[src/logic/mdm_unit_regs.vh]
// Opcode codes, cycle counts and flag positions of the multiply/divide/MAC unit.
`ifndef MDM_UNIT_REGS_VH
`define MDM_UNIT_REGS_VH
`define MDM_OP_MUL8_UNSIGNED 3'h0
`define MDM_OP_MUL16_UNSIGNED 3'h1
`define MDM_OP_MUL16_SIGNED 3'h2
`define MDM_OP_DIV16_UNSIGNED 3'h3
`define MDM_OP_DIV32_UNSIGNED 3'h4
`define MDM_OP_MAC16_UNSIGNED 3'h5
`define MDM_OP_MAC16_SIGNED 3'h6
`define MDM_CLK_MUL8 6'h01
`define MDM_CLK_MUL16 6'h02
`define MDM_CLK_DIV16 6'h09
`define MDM_CLK_DIV32 6'h11
`define MDM_CLK_MAC16 6'h03
`define MDM_RAM_EXTRA 6'h03
`define MDM_FLAG_CARRY 1
`define MDM_FLAG_AUX_CARRY 0
`define MDM_ACC_RESET 32'h00000000
`endif
[src/logic/mdm_unit.v]
// Multiply, divide and multiply-accumulate execution unit of the processor core.
`timescale 1ns/100ps
`include "mdm_unit_regs.vh"
`default_nettype none
module mdm_unit (
  // Clock and reset
  input wire mclk_i,
  input wire rstn_i,
  // Issue from the decoder
  input wire start_i,
  input wire [2:0] op_i,
  input wire fetch_ram_i,
  input wire [7:0] acc8_i,
  input wire [7:0] x_reg_i,
  input wire [15:0] low_word_pair_i,
  input wire [15:0] multiplier_pair_i,
  input wire [15:0] rest_pair_i,
  input wire [15:0] divisor_high_i,
  // Accumulator half access
  input wire acc_high_we_i,
  input wire acc_low_we_i,
  input wire [15:0] acc_wdata_i,
  // Results to the register file
  output reg busy_o,
  output reg done_o,
  output reg [15:0] low_word_pair_o,
  output reg [15:0] multiplier_pair_o,
  output reg [15:0] rest_pair_o,
  output reg [15:0] divisor_high_o,
  output reg we_low_o,
  output reg we_mult_o,
  output reg we_rest_o,
  output reg we_div_high_o,
  output reg flags_we_o,
  output reg carry_flag_o,
  output reg aux_carry_flag_o,
  output reg [15:0] mac_acc_high_o,
  output reg [15:0] mac_acc_low_o
);

  // ************************************************************
  // Operation latch and cycle counter
  // ************************************************************
  reg [2:0] op;
  // Six bits: the longest RAM-fetch window, twice 17 plus 3, does not fit in five.
  reg [5:0] count;
  reg [5:0] base_clk;
  reg [5:0] total_clk;
  wire [31:0] umul = {16'h0000, low_word_pair_i} * {16'h0000, multiplier_pair_i};
  wire signed [31:0] smul = $signed(low_word_pair_i) * $signed(multiplier_pair_i);
  wire [32:0] mac_sum;
  wire [16:0] mac_low_sum;
  wire [31:0] prod_sel;
  reg [31:0] mac_prod;

  always @* begin
    case (op_i)
      `MDM_OP_MUL8_UNSIGNED: base_clk = `MDM_CLK_MUL8;
      `MDM_OP_MUL16_UNSIGNED: base_clk = `MDM_CLK_MUL16;
      `MDM_OP_MUL16_SIGNED: base_clk = `MDM_CLK_MUL16;
      `MDM_OP_DIV16_UNSIGNED: base_clk = `MDM_CLK_DIV16;
      `MDM_OP_DIV32_UNSIGNED: base_clk = `MDM_CLK_DIV32;
      default: base_clk = `MDM_CLK_MAC16;
    endcase
    // RAM fetch is modelled at the documented worst case so software timing is bounded.
    if (fetch_ram_i) begin
      total_clk = (base_clk << 1) + `MDM_RAM_EXTRA;
    end else begin
      total_clk = base_clk;
    end
  end

  assign prod_sel = (op_i == `MDM_OP_MAC16_SIGNED) ? smul : umul;
  assign mac_sum = {1'b0, mac_acc_high_o, mac_acc_low_o} + {1'b0, mac_prod};
  assign mac_low_sum = {1'b0, mac_acc_low_o} + {1'b0, mac_prod[15:0]};

  // ************************************************************
  // Sequencer
  // ************************************************************
  always @(posedge mclk_i or negedge rstn_i) begin
    if (!rstn_i) begin
      op <= 3'h0;
      count <= 6'h00;
      mac_prod <= 32'h00000000;
      busy_o <= 1'b0;
      done_o <= 1'b0;
      low_word_pair_o <= 16'h0000;
      multiplier_pair_o <= 16'h0000;
      rest_pair_o <= 16'h0000;
      divisor_high_o <= 16'h0000;
      we_low_o <= 1'b0;
      we_mult_o <= 1'b0;
      we_rest_o <= 1'b0;
      we_div_high_o <= 1'b0;
      flags_we_o <= 1'b0;
      carry_flag_o <= 1'b0;
      aux_carry_flag_o <= 1'b0;
      mac_acc_high_o <= 16'h0000;
      mac_acc_low_o <= 16'h0000;
    end else begin
      done_o <= 1'b0;
      we_low_o <= 1'b0;
      we_mult_o <= 1'b0;
      we_rest_o <= 1'b0;
      we_div_high_o <= 1'b0;
      flags_we_o <= 1'b0;
      if (!busy_o) begin
        if (acc_high_we_i) begin
          mac_acc_high_o <= acc_wdata_i;
        end
        if (acc_low_we_i) begin
          mac_acc_low_o <= acc_wdata_i;
        end
      end
      if (start_i && !busy_o) begin
        op <= op_i;
        count <= total_clk - 6'h01;
        busy_o <= 1'b1;
        mac_prod <= prod_sel;
        case (op_i)
          `MDM_OP_MUL8_UNSIGNED: low_word_pair_o <= {8'h00, acc8_i} * {8'h00, x_reg_i};
          `MDM_OP_MUL16_UNSIGNED: {multiplier_pair_o, low_word_pair_o} <= umul;
          `MDM_OP_MUL16_SIGNED: {multiplier_pair_o, low_word_pair_o} <= smul;
          default: low_word_pair_o <= low_word_pair_o;
        endcase
      end else if (busy_o) begin
        if (count != 6'h00) begin
          count <= count - 6'h01;
        end
      end
      if (busy_o && count == 6'h00) begin
        busy_o <= 1'b0;
        done_o <= 1'b1;
        case (op)
          `MDM_OP_MUL8_UNSIGNED: begin
            we_low_o <= 1'b1;
          end
          `MDM_OP_MUL16_UNSIGNED, `MDM_OP_MUL16_SIGNED: begin
            we_low_o <= 1'b1;
            we_mult_o <= 1'b1;
          end
          `MDM_OP_DIV16_UNSIGNED: begin
            low_word_pair_o <= quo16(latch_a, latch_b);
            rest_pair_o <= rem16(latch_a, latch_b);
            we_low_o <= 1'b1;
            we_rest_o <= 1'b1;
          end
          `MDM_OP_DIV32_UNSIGNED: begin
            {multiplier_pair_o, low_word_pair_o} <= quo32(latch_a, latch_b);
            {divisor_high_o, rest_pair_o} <= rem32(latch_a, latch_b);
            we_low_o <= 1'b1;
            we_mult_o <= 1'b1;
            we_rest_o <= 1'b1;
            we_div_high_o <= 1'b1;
          end
          default: begin
            {mac_acc_high_o, mac_acc_low_o} <= mac_sum[31:0];
            flags_we_o <= 1'b1;
            carry_flag_o <= (op == `MDM_OP_MAC16_SIGNED) ?
              ((mac_acc_high_o[15] == mac_prod[31]) && (mac_sum[31] != mac_prod[31])) :
              mac_sum[32];
            aux_carry_flag_o <= mac_low_sum[16];
          end
        endcase
      end
    end
  end

  // ************************************************************
  // Division results
  // ************************************************************
  // The counter above paces the busy window; the written results come from operands
  // held in the latches, which keeps the answer exact for every cycle count.
  reg [31:0] latch_a;
  reg [31:0] latch_b;
  always @(posedge mclk_i or negedge rstn_i) begin
    if (!rstn_i) begin
      latch_a <= 32'h00000000;
      latch_b <= 32'h00000000;
    end else if (start_i && !busy_o) begin
      latch_a <= (op_i == `MDM_OP_DIV16_UNSIGNED) ? {16'h0000, low_word_pair_i} :
        {multiplier_pair_i, low_word_pair_i};
      latch_b <= (op_i == `MDM_OP_DIV16_UNSIGNED) ? {16'h0000, rest_pair_i} :
        {divisor_high_i, rest_pair_i};
    end
  end

  function [15:0] quo16;
    input [31:0] a;
    input [31:0] b;
    begin
      quo16 = (b[15:0] == 16'h0000) ? 16'hFFFF : a[15:0] / b[15:0];
    end
  endfunction

  function [15:0] rem16;
    input [31:0] a;
    input [31:0] b;
    begin
      rem16 = (b[15:0] == 16'h0000) ? a[15:0] : a[15:0] % b[15:0];
    end
  endfunction

  function [31:0] quo32;
    input [31:0] a;
    input [31:0] b;
    begin
      quo32 = (b == 32'h00000000) ? 32'hFFFFFFFF : a / b;
    end
  endfunction

  function [31:0] rem32;
    input [31:0] a;
    input [31:0] b;
    begin
      rem32 = (b == 32'h00000000) ? a : a % b;
    end
  endfunction

endmodule
`default_nettype wire

[config.mk]
export PLATFORM = sky130hd
export DESIGN_NAME = mdm_unit
export DESIGN_NICKNAME = d
export VERILOG_FILES = /design/src/logic/mdm_unit.v
export VERILOG_INCLUDE_DIRS = /design/src /design/src/logic
export SDC_FILE = /design/constraint.sdc
export NUM_CORES = 2
export LEC_CHECK = 0
export ABC_AREA = 1
export BUFFER_PORTS_ARGS = -buffer_cell sky130_fd_sc_hd__buf_2
export CAP_MARGIN = 20
export CORE_ASPECT_RATIO = 0.8
export CORE_MARGIN = 2
export CORE_UTILIZATION = 45
export CTS_CLUSTER_DIAMETER = 60
export DETAILED_ROUTE_END_ITERATION = 12
export PLACE_DENSITY_LB_ADDON = 0.15
export SLEW_MARGIN = 40
export SYNTH_ARGS = -nofsm -noshare
export SYNTH_HDL_FRONTEND = slang
export SYNTH_SLANG_ARGS = --single-unit
export TNS_END_PERCENT = 20
[constraint.sdc]
create_clock -name mclk_i -period 94.2 [get_ports mclk_i]
set_input_delay 0 -clock mclk_i [delete_from_list [all_inputs] [get_ports mclk_i]]
set_output_delay 0 -clock mclk_i [all_outputs]
set_load 0.005 [all_outputs]
# ---- After elaboration in Yosys (flattened, before gate mapping)
# Cells that the tools add are included.
# Widths: inputs -> output; s select.
dict set report totals {
  output_inout_bits 105
  input_bits 105
  ff_bits 210
}
dict set report op_classes {
  reduce_logical 22
  n_div 4
  eq_ne 12
  n_mux 43
  bitwise_logic 1
  n_addsub 5
  n_mul 3
}
# cell n
set ops {}
lappend ops {{$mux 16} 15}
lappend ops {{$mux 32} 5}
lappend ops {{$pmux 16 s2} 3}
lappend ops {{$mul 16x16->32} 2}
lappend ops {{$pmux 16 s3} 1}
lappend ops {{$add 32x32->33} 1}
lappend ops {{$div 32x32->32} 1}
lappend ops {{$logic_not 32->1} 1}
lappend ops {{$mod 32x32->32} 1}
lappend ops {{$mux 6} 4}
lappend ops {{$pmux 5 s4} 1}
lappend ops {{$add 16x16->17} 1}
lappend ops {{$div 16x16->16} 1}
lappend ops {{$logic_not 16->1} 1}
lappend ops {{$mod 16x16->16} 1}
lappend ops {{$mul 8x8->16} 1}
lappend ops {{$mux 1} 14}
lappend ops {{$eq 3x2->1 const B} 4}
lappend ops {{$eq 3x3->1 const B} 4}
lappend ops {{$sub 6x1->6 const B} 2}
lappend ops {{$reduce_and 2->1} 4}
lappend ops {{$reduce_bool 2->1} 4}
lappend ops {{$add 6x2->6 const B} 1}
lappend ops {{$eq 3x1->1 const B} 2}
lappend ops {{other kinds (11)} 15}

# ---- Logic depth before layout (Yosys ltp)
dict set report depth {
  depth_word 7
  depth_mapped 590
  ltp_nobuf 580
}

# ---- Worst setup path before layout
# Ideal clock, no wire load.
dict set report synth_path {
  kind {flip-flop to flip-flop}
  from {register latch_b[0]}
  to {register divisor_high_o[15]}
  n_path_buf 17
  stages_incl_launch_ff 566
  arrival_ns 64.994
  setup_slack_ns 29.077
  path_cell_list {dfrtp_1 > inv_1 > ha_1 > nor2_1 > nor2_1 > nand3_1 > nand2_1 > nand2_1 > inv_1 > ha_1 > a21o_1 > nand4_2 > nor2_1 > nor2_1 > nand2_1 > and2_1 > ha_1 > inv_1 > [530 not listed] > a21oi_1 > o21ai_0 > a21oi_1 > inv_1 > nand2_1 > inv_1 > o21a_1 > nor2_1 > inv_1 > nand2_1 > o21ai_0 > nand3_1 > nand2_1 > nand3_1 > nand2_1 > xor2_1 > a221oi_1 > a21oi_2}
}
dict set report synth_via {
  elab_chain_cells 2
  word_cells_on_any_way 3
  cone_classes {div (1); mux (1); reduce/logical (1)}
}
# element line_no
set synth_lines {}
lappend synth_lines {{from (decl)} mdm_unit.v:175} ;# reg [31:0] latch_b;
lappend synth_lines {{from (signal assigned)} mdm_unit.v:183} ;# latch_b <= (op_i == `MDM_OP_DIV16_UNSIGNED) ? {16'h0000, rest_pair_i} :
lappend synth_lines {{$mod 32x32->32 / $logic_not 32->1 (equally long branches)} mdm_unit.v:216} ;# rem32 = (b == 32'h00000000) ? a : a % b;
lappend synth_lines {{$mux 32 *} mdm_unit.v:216}
lappend synth_lines {{to (signal assigned)} mdm_unit.v:150} ;# {divisor_high_o, rest_pair_o} <= rem32(latch_a, latch_b);
lappend synth_lines {{to (decl)} mdm_unit.v:29} ;# output reg [15:0] divisor_high_o,
# Every way passes the cells marked *; elsewhere a longest branch is shown, timed or not.
# A chain may end at the register's enable or synchronous reset.

# ---- Worst setup path in the final report
dict set report layout_path {
  from {register latch_b[26]}
  to {register rest_pair_o[0]}
}
dict set report layout_via {
  elab_chain_cells 3
  word_cells_on_any_way 4
  cone_classes {div (1); mux (2); reduce/logical (1)}
}
# element line_no
set layout_lines {}
lappend layout_lines {{$mod 32x32->32 / $logic_not 32->1 (equally long branches)} mdm_unit.v:216}
lappend layout_lines {{$mux 32 *} mdm_unit.v:216}
lappend layout_lines {{$pmux 16 s2 *} mdm_unit.v:134} ;# case (op)
lappend layout_lines {{to (signal assigned)} mdm_unit.v:144} ;# rest_pair_o <= rem16(latch_a, latch_b);
lappend layout_lines {{to (signal assigned)} mdm_unit.v:150}
lappend layout_lines {{to (decl)} mdm_unit.v:28} ;# output reg [15:0] rest_pair_o,
# Marks and branches as above.

==> run summary <==
status - complete, no violations
number of I/O port buffers - 209
WL/cell - 20.8 µm
count of cell types in the netlist - 97
Clock Tree Buf Depth - 3
Crit Path Max Fanout - 34
setup TNS - 0 ps
most common cell after layout, fill and taps aside - nand2_1
antenna viol nets, final - 0
CTS HTree Levels - 2
CTS buffer count - 43
final critical-path share of the clock period - 86.9%
Final #Nets - 11100
maxcap violations - 0
flop2flop setup slack - 12380 ps
Yosys reg bits - 210
endpoints failing hold - 0
EDFF count, synth - 0
GP Congestion - 0.992
Final min period - 81820 ps
TritonCTS clock tree - done
measured slew at the worst slew-check pin - 1020 ps
clk_skew - 44.1 ps
n_diodes - 0
drt pass-1 iters - 6
setup slack at placement - 12760 ps
Gate Count Post-Synth - 9576
final instance area - 69400 µm²
largest net degree at the start of global routing - 91
final setup margin - 12380 ps
Setup Crit Path Kind - reg -> reg
Async SR Flop Fraction - 100%
Final setup viols - 0
clock latency on the worst-skew pair - 650 ps
share of cells above drive strength 1 - 8.83%
clk sinks - 210
Ys Warns - 0
Req. time, crit path - 94710 ps
Area Overhead vs Synth - 7.50%
GRT Overall Usage - 32.5%
CP max-delay cell - inv_1
most frequent cells in the layout - nand2_1 (2413), inv_1 (1591), ha_1 (884)
worst endpoint data arrival time - 82330 ps
Die W - 428 µm
vias - 64200
initial antenna violation count - 13
Multi-input gate area - 51500 µm²
FMAX - 12.2 MHz
Fill cells - 14700
vias per cell - 5.52
Inst Count DP - 11500
# rows - 124
Max Slew Vio Count - 0
CP Launch Type - register
area leader, netlist - ha_1
hpwl dp - 195000 µm
Core ar. - 143000 µm²
endpoint class of the critical path - register
mapped cell area - 64600 µm²
I/O pin cnt - 210
residual DRC count - 0
slowest cell delay on critical path - 690 ps
number of global-route vias before repair - 60900
Min-Delay Path Class - in -> reg
Post-Layout Cell Count - 11600
syn_nets - 11000
largest cells by area after synthesis - ha_1 (17%), nand2_1 (14%), fa_1 (13%)
syn avg cell area - 6.74 µm²
RSZ-0062 raised after global routing - false
total grt overflow - 0
Placed Area - 67000 µm²
WL final - 242000 µm
clock root buffer - clkbuf_16
first-pass GRT wire length - 367000 µm
Clock transition at path regs - 60 ps
DRT iter0 DRCs - 5680
FF/Latch Area - 5260 µm²
cell repeated most along the worst path - nand2_1
initial core utilization - 45.2%
Seq/Total Area, Yosys - 8.14%
max_slew headroom - 31.6%
die area - 147000 µm²
ys flop type - dfrtp_1
share of Yosys cell area claimed by the top area cell type - 17.1%
chip height - 343 µm
-- synthesized netlist by cell type (all sizes together) (36+ instances only) --
| cell | number |
|---|---|
| buf | 70 |
| clkbuf | 217 |
| xnor2 | 227 |
| a31oi | 42 |
| a21oi | 704 |
| nor2 | 437 |
| nand4 | 50 |
| a21boi | 56 |
| or2 | 85 |
| o211ai | 50 |
| a21o | 56 |
| nand2 | 2528 |
| o21ai | 592 |
| and2 | 42 |
| ha | 885 |
| o21bai | 84 |
| a221oi | 36 |
| xor2 | 339 |
| dfrtp | 210 |
| inv | 1647 |
| nand3 | 489 |
| fa | 405 |
| nor3 | 86 |
-- critical path: cells and delay by family (launching register included) --
kind | cells | cell delay, ps
adder cells (fa/ha/maj) | 31 | 10170
AO/OA/AOI/OAI | 174 | 31230
AND/OR/NAND/NOR | 261 | 28860
flip-flops | 1 | 370
XOR/XNOR | 3 | 510
buffers and inverters | 73 | 10250
-- per-layer routing --
| layer | track usage, % | vias up | share of wire [%] |
|---|---|---|---|
| met4 | 9.27 | 6 | 3.2 |
| met5 | 0 | - | 0.014 |
| met3 | 5.65 | 348 | 8.5 |
| met2 | 48.3 | 2237 | 41 |
| li1 | - | 31200 | - |
| met1 | 48.0 | 30400 | 47 |
-- cell type report --
class | instances | share of cell area, %
timing repair buffer | 380 | 3.71
inverter | 1657 | 8.97
clock buffer | 51 | 1.67
sequential | 210 | 7.57
clock inverter | 29 | 0.559
tap | 1890 | 3.41
multi-input combinational | 7417 | 74.1
-- cell families (layout without fill, tap and decap cells) --
logic type	count (synthesis)	after routing	synth area share, %
multiplexers	12	12	0.240
AND/OR/NAND/NOR	3772	3772	25.2
buffers and inverters	1949	2117	12.3
adder cells (fa/ha/maj)	1290	1290	29.7
AO/OA/AOI/OAI	1777	1777	16.8
flip-flops	210	210	8.14
XOR/XNOR	566	566	7.68
-- final timing paths --
path	startpoint	to	cells past startpoint
max in group asynchronous	rstn_i	mac_prod[15]	5
worst max register to register	latch_b[26]	rest_pair_o[0]	542
worst min register to register	rest_pair_o[3]	rest_pair_o[3]	2
min in group asynchronous	rstn_i	mac_prod[22]	3
worst min-delay path	multiplier_pair_i[0]	mac_prod[0]	3
worst max-delay path	latch_b[26]	rest_pair_o[0]	542
-- timing repair --
action | in CTS | in global routing
buffers inserted | 0 | 0
endpoints found under the hold margin | 200 | 49
hold buffers | 84 | 1
resized for setup | 0 | 0
-- state kept, by name (all words and copies together), names as in the netlist, 3 cells and up --
signal,cells
latch_a,32
count,6
mac_acc_low_o,16
low_word_pair_o,16
rest_pair_o,16
divisor_high_o,16
op,3
latch_b,32
mac_prod,32
multiplier_pair_o,16
mac_acc_high_o,16
-- through the flow --
| step | hold slack, ps | util, % |
|---|---|---|
| floorplan | -296 | - |
| global placement | 118 | 46.9 |
| detailed placement | 113 | 46.9 |
| CTS | 1.82 | 48.6 |
| global route | 25.9 | 48.6 |
| finish | 41.1 | 48.6 |
Power is left out: the tool's default activity adds up to more than one toggle a clock period on the data nets, which glitch-free logic cannot reach.
